## src/bbcd_pkg.sv

```systemverilog
// package for the branch, bit and control decoder
// assumes a core that supplies fetched bytes, data reads and flag state
package bbcd_pkg;
    localparam logic [3:0] LO_BRANCH_NZ = 4'h0;
    localparam logic [3:0] LO_CALL      = 4'h1;
    localparam logic [3:0] LO_BRANCH_NC = 4'h2;
    localparam logic [3:0] LO_BIT_TEST  = 4'h3;
    localparam logic [3:0] LO_BRANCH_Z  = 4'h4;
    localparam logic [3:0] LO_BRANCH_C  = 4'h6;
    localparam logic [3:0] LO_LONG_JMP  = 4'h9;
    localparam logic [3:0] LO_BIT_OP    = 4'hb;
    localparam logic [3:0] LO_CTRL      = 4'hd;
    localparam logic [7:0] OP_NOP       = 8'h04;
    localparam logic [7:0] OP_RET       = 8'hcd;
    localparam logic [7:0] OP_IRET      = 8'h4d;
    localparam logic [7:0] OP_STOP      = 8'h6d;
    localparam logic [7:0] OP_WAIT      = 8'hed;
    localparam logic [2:0] CYC_SHORT    = 3'h2;
    localparam logic [2:0] CYC_LONG     = 3'h4;
    localparam logic [2:0] CYC_BITTEST  = 3'h5;
    localparam logic [11:0] PC_RESET    = 12'h000;
    localparam int BIT_SEL_LSB          = 5;
    typedef enum {BB_FETCH, BB_ADDR, BB_DISP, BB_WAITDONE} bbcd_state_t;
    typedef struct packed {
        logic        zero;
        logic        carry;
    } bbcd_flags_t;
    typedef struct packed {
        logic        valid;
        logic [7:0]  addr;
        logic [7:0]  data;
    } bbcd_dwrite_t;
endpackage : bbcd_pkg

```

## src/bbcd_decoder.sv

```systemverilog
// branch, bit manipulation, control and jump/call decoder
// assumes program memory answers fetch address combinationally and data reads likewise
// What this block does
// - flag branches one byte, two cycles, flags kept
// - five bit displacement, reach minus15 to plus16
// - bit test branch three bytes, five cycles
// - tested bit goes into carry, zero kept
// - bit test offset eight bit signed byte
// - opcode bit field plus address byte
// - set/clear bit two bytes four cycles
// - nop and return one byte two cycles
// - interrupt return restores zero and carry
// - stop and wait one byte two cycles
// - watchdog option turns stop into wait
// - twelve bit jump/call two bytes four cycles
// - low nibble selects flag branch or call
// - nibble three selects bit test branch
// - direction bit plus four bit magnitude
// - unassigned codes flagged as illegal
module bbcd_decoder (
    input  wire logic                  clk_sys,
    input  wire logic                  rst_n,
    input  wire logic [7:0]            progData,
    input  wire logic [7:0]            dataRdData,
    input  wire bbcd_pkg::bbcd_flags_t flagsIn,
    input  wire bbcd_pkg::bbcd_flags_t savedFlags,
    input  wire logic [11:0]           returnAddr,
    input  wire logic                  watchdogOption,
    output bbcd_pkg::bbcd_flags_t      flagsOut,
    output logic [11:0]                pc,
    output logic [7:0]                 dataRdAddr,
    output bbcd_pkg::bbcd_dwrite_t     dataWr,
    output logic                       pushReturn,
    output logic                       popReturn,
    output logic                       stopMode,
    output logic                       waitMode,
    output logic                       illegalOp,
    output logic                       instrDone
);
    import bbcd_pkg::*;

    localparam logic [2:0] CYC_FINAL = 3'h1;

    // sequencing state
    bbcd_state_t  state, next_state;
    logic [2:0]   cycle, next_cycle;
    logic [7:0]   opcode, next_opcode;
    logic [7:0]   addrByte, next_addrByte;
    logic [11:0]  target, next_target;
    logic [11:0]  next_pc;
    logic [7:0]   next_dataRdAddr;
    logic         next_instrDone;
    // flag state
    bbcd_flags_t  next_flagsOut;
    // data write state
    bbcd_dwrite_t next_dataWr;
    // control outputs
    logic         next_pushReturn;
    logic         next_popReturn;
    logic         next_stopMode;
    logic         next_waitMode;
    logic         next_illegalOp;

    // fetch-time decode of the byte at pc
    logic [3:0]   lo;
    logic         isRelBranch;
    logic         isExtended;
    logic         isCall;
    logic         isBitTest;
    logic         isBitOp;
    logic         isCtrl;
    logic         isRet;
    logic         isIret;
    logic         isStop;
    logic         isWait;
    logic         isIllegal;
    logic         condMet;
    logic [11:0]  span;
    // execute-time decode of the latched opcode
    logic [3:0]   opLo;
    logic         curExtended;
    logic         curCall;
    logic         curBitTest;
    logic         curBitOp;
    logic         curReturn;
    logic [2:0]   bitSel;
    logic         bitVal;
    logic [7:0]   bitMask;
    logic [7:0]   modByte;
    logic [11:0]  dispExt;
    logic         lastCycle;

    assign lo = progData[3:0];
    // every even column is a relative branch; bit 3 is then the low span bit
    assign isRelBranch = (lo[0] == 1'b0);
    assign isCall = (lo == LO_CALL);
    assign isExtended = isCall || (lo == LO_LONG_JMP);
    assign isBitTest = (lo == LO_BIT_TEST);
    assign isBitOp = (lo == LO_BIT_OP);
    assign isCtrl = (lo == LO_CTRL);
    assign isRet = (progData == OP_RET);
    assign isIret = (progData == OP_IRET);
    assign isStop = (progData == OP_STOP);
    assign isWait = (progData == OP_WAIT);
    // whatever no group claims is an unassigned position
    assign isIllegal = !isRelBranch && !isExtended && !isBitTest && !isBitOp &&
                       !(isCtrl && (isRet || isIret || isStop || isWait));
    // no-operation sits in a branch column with zero span: both outcomes land on pc + 1
    assign span = {8'h00, progData[7:5], progData[3]};

    always_comb begin
        condMet = 1'b0;
        case (lo[2:0])
            LO_BRANCH_NZ[2:0]: condMet = !flagsIn.zero;
            LO_BRANCH_NC[2:0]: condMet = !flagsIn.carry;
            LO_BRANCH_Z[2:0]:  condMet = flagsIn.zero;
            LO_BRANCH_C[2:0]:  condMet = flagsIn.carry;
            default:           condMet = 1'b0;
        endcase
    end

    assign opLo = opcode[3:0];
    assign curExtended = (opLo == LO_CALL) || (opLo == LO_LONG_JMP);
    assign curCall = (opLo == LO_CALL);
    assign curBitTest = (opLo == LO_BIT_TEST);
    assign curBitOp = (opLo == LO_BIT_OP);
    assign curReturn = (opcode == OP_RET) || (opcode == OP_IRET);
    assign lastCycle = (cycle == CYC_FINAL);
    // high nibble 0/1 bit0, 2/3 bit4, 4/5 bit2, 6/7 bit6, odd bits above
    assign bitSel = {opcode[5], opcode[6], opcode[7]};
    assign bitVal = dataRdData[bitSel];
    assign dispExt = {{4{progData[7]}}, progData};
    // one lane per data bit: only the selected lane may change
    for (genvar i = 0; i < 8; i++) begin : g_lane
        assign bitMask[i] = (bitSel == 3'(i));
        assign modByte[i] = bitMask[i] ? opcode[4] : dataRdData[i];
    end

    always_comb begin
        next_state = state;
        next_cycle = cycle;
        next_opcode = opcode;
        next_addrByte = addrByte;
        next_target = target;
        next_pc = pc;
        next_dataRdAddr = dataRdAddr;
        next_instrDone = 1'b0;
        case (state)
            BB_FETCH: begin
                next_opcode = progData;
                next_pc = pc + 12'h001;
                next_cycle = CYC_SHORT - 3'h1;
                next_state = BB_WAITDONE;
                if (isExtended) begin
                    next_target = {progData[7:4], 8'h00};
                    next_cycle = CYC_LONG - 3'h1;
                    next_state = BB_ADDR;
                end else if (isBitTest) begin
                    next_cycle = CYC_BITTEST - 3'h1;
                    next_state = BB_ADDR;
                end else if (isBitOp) begin
                    next_cycle = CYC_LONG - 3'h1;
                    next_state = BB_ADDR;
                end else if (isRelBranch && condMet) begin
                    // untaken falls through to pc + 1 with the same two cycles
                    if (progData[4]) begin
                        next_pc = pc - span;
                    end else begin
                        next_pc = pc + span + 12'h001;
                    end
                end
            end
            BB_ADDR: begin
                next_addrByte = progData;
                next_dataRdAddr = progData;
                next_pc = pc + 12'h001;
                next_cycle = cycle - 3'h1;
                if (curExtended) begin
                    next_target = {target[11:8], progData};
                    next_state = BB_WAITDONE;
                end else if (curBitTest) begin
                    next_state = BB_DISP;
                end else begin
                    next_state = BB_WAITDONE;
                end
            end
            BB_DISP: begin
                next_pc = pc + 12'h001;
                next_cycle = cycle - 3'h1;
                // pc holds the displacement byte, two past the opcode
                next_target = pc + dispExt;
                if (bitVal == opcode[4]) begin
                    next_pc = pc + dispExt;
                end
                next_state = BB_WAITDONE;
            end
            BB_WAITDONE: begin
                next_cycle = cycle - 3'h1;
                if (lastCycle) begin
                    if (curExtended) begin
                        next_pc = target;
                    end else if (curReturn) begin
                        next_pc = returnAddr;
                    end
                    next_instrDone = 1'b1;
                    next_state = BB_FETCH;
                end
            end
            default: next_state = BB_FETCH;
        endcase
    end

    always_ff @(posedge clk_sys or negedge rst_n) begin
        if (!rst_n) begin
            state <= BB_FETCH;
            cycle <= 3'h0;
            opcode <= 8'h00;
            addrByte <= 8'h00;
            target <= 12'h000;
            pc <= PC_RESET;
            dataRdAddr <= 8'h00;
            instrDone <= 1'b0;
        end else begin
            state <= next_state;
            cycle <= next_cycle;
            opcode <= next_opcode;
            addrByte <= next_addrByte;
            target <= next_target;
            pc <= next_pc;
            dataRdAddr <= next_dataRdAddr;
            instrDone <= next_instrDone;
        end
    end

    // flags pass through except where an instruction owns them
    always_comb begin
        next_flagsOut = flagsOut;
        if (state == BB_FETCH) begin
            next_flagsOut = flagsIn;
            if (isIret) begin
                next_flagsOut = savedFlags;
            end
        end else if (state == BB_DISP) begin
            next_flagsOut.carry = bitVal;
        end
    end

    always_ff @(posedge clk_sys or negedge rst_n) begin
        if (!rst_n) begin
            flagsOut <= '0;
        end else begin
            flagsOut <= next_flagsOut;
        end
    end

    // read-modify-write of the addressed byte in the closing cycle
    always_comb begin
        next_dataWr = '0;
        if (state == BB_WAITDONE && lastCycle && curBitOp) begin
            next_dataWr.valid = 1'b1;
            next_dataWr.addr = addrByte;
            next_dataWr.data = modByte;
        end
    end

    always_ff @(posedge clk_sys or negedge rst_n) begin
        if (!rst_n) begin
            dataWr <= '0;
        end else begin
            dataWr <= next_dataWr;
        end
    end

    always_comb begin
        next_pushReturn = 1'b0;
        next_popReturn = 1'b0;
        next_stopMode = stopMode;
        next_waitMode = waitMode;
        next_illegalOp = 1'b0;
        if (state == BB_FETCH) begin
            next_popReturn = isRet || isIret;
            next_illegalOp = isIllegal;
            if (isStop) begin
                // a frozen clock would freeze the watchdog too, so stop degrades to wait
                if (watchdogOption) begin
                    next_waitMode = 1'b1;
                end else begin
                    next_stopMode = 1'b1;
                end
            end else if (isWait) begin
                next_waitMode = 1'b1;
            end
        end
        if (state == BB_WAITDONE && lastCycle && curCall) begin
            next_pushReturn = 1'b1;
        end
    end

    always_ff @(posedge clk_sys or negedge rst_n) begin
        if (!rst_n) begin
            pushReturn <= 1'b0;
            popReturn <= 1'b0;
            stopMode <= 1'b0;
            waitMode <= 1'b0;
            illegalOp <= 1'b0;
        end else begin
            pushReturn <= next_pushReturn;
            popReturn <= next_popReturn;
            stopMode <= next_stopMode;
            waitMode <= next_waitMode;
            illegalOp <= next_illegalOp;
        end
    end
endmodule : bbcd_decoder

```

## config.mk

```make
export PLATFORM = sky130hd
export DESIGN_NAME = bbcd_decoder
export DESIGN_NICKNAME = d
export VERILOG_FILES = /design/src/bbcd_pkg.sv /design/src/bbcd_decoder.sv
export SDC_FILE = /design/constraint.sdc
export NUM_CORES = 1
export LEC_CHECK = 0
export ABC_AREA = 1
export ABC_CLOCK_PERIOD_IN_PS = 4100
export BUFFER_PORTS_ARGS = -buffer_cell sky130_fd_sc_hd__buf_2
export CAP_MARGIN = 20
export CORE_AREA = 2 2 147 149
export CTS_CLUSTER_SIZE = 16
export DETAILED_ROUTE_END_ITERATION = 8
export DIE_AREA = 0 0 149 151
export GPL_ROUTABILITY_DRIVEN = 1
export PLACE_DENSITY = 0.4
export SLEW_MARGIN = 20
export SYNTH_ARGS = -nofsm -noshare
export SYNTH_HDL_FRONTEND = slang
export SYNTH_SLANG_ARGS = --single-unit
export TNS_END_PERCENT = 30
```

## constraint.sdc

```tcl
create_clock -name clk_sys -period 4.1 [get_ports clk_sys]
set_clock_uncertainty 0.05 [all_clocks]
set_input_delay 0.205 -clock clk_sys [delete_from_list [all_inputs] [get_ports clk_sys]]
set_output_delay 0.205 -clock clk_sys [all_outputs]
set_load 0.02 [all_outputs]
```

==> summary.txt <==
Pwr
  • Sequential Power Share: 24.1%
  • Switching Share: 53.0%
  • Max VDD drop: 0.220 mV
  • Part of the power in combinational logic: 58.8%
  • Clk pwr share: 17.1%
  • Power per cell area: 833 mW/mm2
  • Power, Total: 0.00513 W
  • Internal: 0.00241 W
  • Pleak: 3.28 nW
  • Psw: 0.00272 W

Finish
  • Area delta synth->final: 19.4%
  • Final std cell area, no fill: 0.00616 mm2
  • Multi-input logic area: 0.00288 mm2
  • Ant. Diodes: 0
  • Seq. cell area: 0.00175 mm2
  • Most common cell after layout, fill and taps aside: nand2_1
  • Share of cells above drive strength 1: 13.7%
  • Filler cell count: 2382
  • Final Util: 29.6%
  • Layout net count: 892
  • Commonest cells after routing, fill and taps aside: 211 x nand2_1, 107 x inv_1, 78 x buf_2

Min path
  • Classification of the worst-slack hold path: input port to flop
  • Hold endpoint: dataWr[5]
  • Hold Crit Depth: 3
  • Hold_sp: dataRdData[5]

Timing
  • Worst hold margin: 0.0542 ns
  • Slew margin rel.: 36.1%
  • Min Tclk post-route: 2.50 ns
  • Unrepaired setup endpoints after global routing: false
  • Crit share post-route: 60.9%
  • Setup-failing EPs final: 0
  • F_max: 401 MHz
  • Worst-margin pin slew: 0.959 ns
  • Final hold violation count: 0
  • Setup_tns: 0 ns
  • Pins over their slew limit: 0

Global routing
  • Grt ovf: 0
  • Initial antenna violation count: 0
  • GRT Total Usage: 17.2%
  • Largest net degree at the start of global routing: 71
  • First-pass GRT wire length: 28.9 mm
  • Vias in the first global route: 5009

Outcome
  • Status: completed

Setup path
  • Crit-path cells: inv_1 -> ha_1 -> inv_1 -> fa_1 -> nand2_1 -> nand2_1 -> nand2_1 -> nand2_1 -> nand2_1 -> nand3_1 -> xor2_1 -> nand2_1 -> a21oi_1 -> nand2_1 -> nand2_1
  • Critical path's slowest cell: dfrtp_1
  • Critical Path Most Common Cell: nand2_1
  • Crit-path max FO: 8
  • CP Launch Type: flop
  • Worst Path Buf+Inv: 2
  • R2R Path End: pc[10]
  • R2R Setup Slk: 1.60 ns
  • R2R cell count: 15
  • Delay-heaviest family, CP: simple AND/OR/NAND/NOR gates
  • CP peak stage delay: 0.47 ns
  • Setup CP Type: flop to flop
  • CP Data Required Time: 4.34 ns
  • R2R Path Start: pc[0]
  • CP endpoint kind: flop
  • Worst EP arrival: 2.74 ns

Synth
  • Synthesized cell area: 0.00516 mm2
  • Seq cells post-synth: 70
  • Mapped Cells: 750
  • Post-Synthesis Net Count: 815
  • Yosys cell types: 43
  • Register area share after synthesis: 33.9%
  • Syn Area/Cell: 6.88 um2
  • Synth warn: 0

Flow run
  • Max-cap violations: 0

Floorplanning
  • Core area: 0.0208 mm2
  • Die area: 0.0225 mm2
  • Die Span X: 149 um
  • Die H: 151 um
  • Initial core utilization: 24.8%
  • Cell Rows: 53
  • Io pins: 80

Route
  • Antenna Violating Nets Remaining: 0
  • Pre-Repair DR Iteration Count: 5
  • Vias per cell: 4.66
  • DRT Wirelength: 18.7 mm
  • Avg WL per Cell: 16.9 um
  • Drt drc: 0
  • Via Count: 5158
  • Detailed Route Iter0 Violations: 330

CTS
  • CTS Root Cell: clkbuf_16
  • Clk_lat worst skew: 0.35 ns
  • Clock-pin transition on the worst setup and hold timing paths: 0.06 ns
  • Setup Fix Bufs, Post-CTS: 0
  • H-tree depth: 3
  • Max Root-Sink Buffers: 2
  • CTS tree: built
  • Number of buffers created by CTS: 9
  • Clk sinks: 70

Place
  • Port bufs: 79
  • Routability congestion estimate: 0.853
  • DP HPWL: 14.2 mm
  • Placed cell areas: 0.00582 mm2
[kinds of logic (layout without fill, tap and decap cells)]
kind of cell             after synthesis  count (layout)  synth area share (%)
AND/OR/NAND/NOR                      365             365                  30.0
AO/OA/AOI/OAI                        135             135                  14.8
XOR/XNOR                              20              20                  3.39
buffers and inverters                130             212                  10.2
flip-flops                            70              70                  33.9
adder cells (fa/ha/maj)               30              30                  7.71
[sequential cells by signal, summed over array words and instances (netlist names)]
name and cells:
popReturn 1, pc 12, instrDone 1, target 12, flagsOut 2, state 2
illegalOp 1, waitMode 1, pushReturn 1, dataWr 17, addrByte 8, cycle 3
opcode 8, stopMode 1
[worst register-to-register path, cell delays in order (launching register included)]
cell	delay [ns]
dfrtp_1	0.47
inv_1	0.17
ha_1	0.17
inv_1	0.08
fa_1	0.39
nand2_1	0.09
nand2_1	0.06
nand2_1	0.06
nand2_1	0.04
nand2_1	0.20
nand3_1	0.13
xor2_1	0.15
nand2_1	0.08
a21oi_1	0.18
nand2_1	0.07
nand2_1	0.05
[synthesized netlist by cell type (all sizes together)]
cell type  instances  area [um2]
a22o               1        8.76
a211oi             1        12.5
o211ai             3        22.5
clkbuf             8        33.8
nand3b             3        22.5
o221ai             3        26.3
o22ai              2        12.5
xnor2              3        26.3
nand2            213         805
nand3             62         315
nand4             11        68.8
ha                27         338
fa                 3        60.1
nor4               4        40.0
a21oi             53         265
a311oi             1        15.0
a31o               1        8.76
dfrtp             70        1750
o31ai              2        15.0
inv              111         417
o21a               2        15.0
a31oi              3        18.8
a22oi              3        22.5
buf               10        70.1
xor2              17         149
a221oi             1        8.76
nor3               5        36.3
clkinv             1        3.75
o21bai             1        7.51
o21ai             55         275
nor2              64         240
a21boi             1        7.51
or2                3        18.8
o221a              2        22.5
[power by group through the flow]
stage	combinational, W	sequential [W]	clock (W)
floorplan	0.00206	0.00126	0
global placement	0.00305	0.00125	0
detailed placement	0.00302	0.00125	0
CTS	0.00303	0.00124	0.000901
global route	0.00342	0.00128	0.000925
finish	0.00302	0.00124	0.000876
[worst max path at each step]
| stage | end | cells after the start | slack (ns) | start |
|---|---|---|---|---|
| after floorplan | pc[10] | 14 | 1.92 | pc[0] |
| after global placement | pc[8] | 14 | 1.61 | pc[0] |
| after detailed placement | pc[10] | 15 | 1.62 | pc[0] |
| after CTS | pc[10] | 15 | 1.61 | pc[0] |
| after global routing | pc[8] | 14 | 1.45 | pc[0] |
| final | pc[10] | 15 | 1.60 | pc[0] |
[metal layers]
| metal | vias up | part of all wire [%] | global-route usage, % | wire [um] |
|---|---|---|---|---|
| li1 | 2572 | - | - | - |
| met5 | - | 0 | 0 | 0 |
| met2 | 127 | 45 | 27.1 | 8340 |
| met4 | 0 | 1.7 | 6.00 | 317 |
| met3 | 20 | 4.6 | 2.50 | 859 |
| met1 | 2439 | 49 | 24.0 | 9220 |
[stage by stage]
stage / cells / setup WS [ns]
after detailed placement: 1089 / 1.62
after global routing: 1107 / 1.45
after CTS: 1107 / 1.61
after global placement: 1089 / 1.61
final: 1107 / 1.60
after floorplan: 750 / 1.92
[timing repair]
action	in CTS	in global routing
hold endpoints to repair	3	0
gates resized for setup	0	0
hold buffers	2	0
[final cells by class]
class,count,area share [%]
repair buffers,84,7.15
inverters,112,6.82
multi-input cells,550,46.8
well taps,275,5.58
flip-flops and latches,70,28.4
clock inverters,6,1.52
clock buffers,10,3.71
Note: power is estimated with default switching activity, not from simulation.
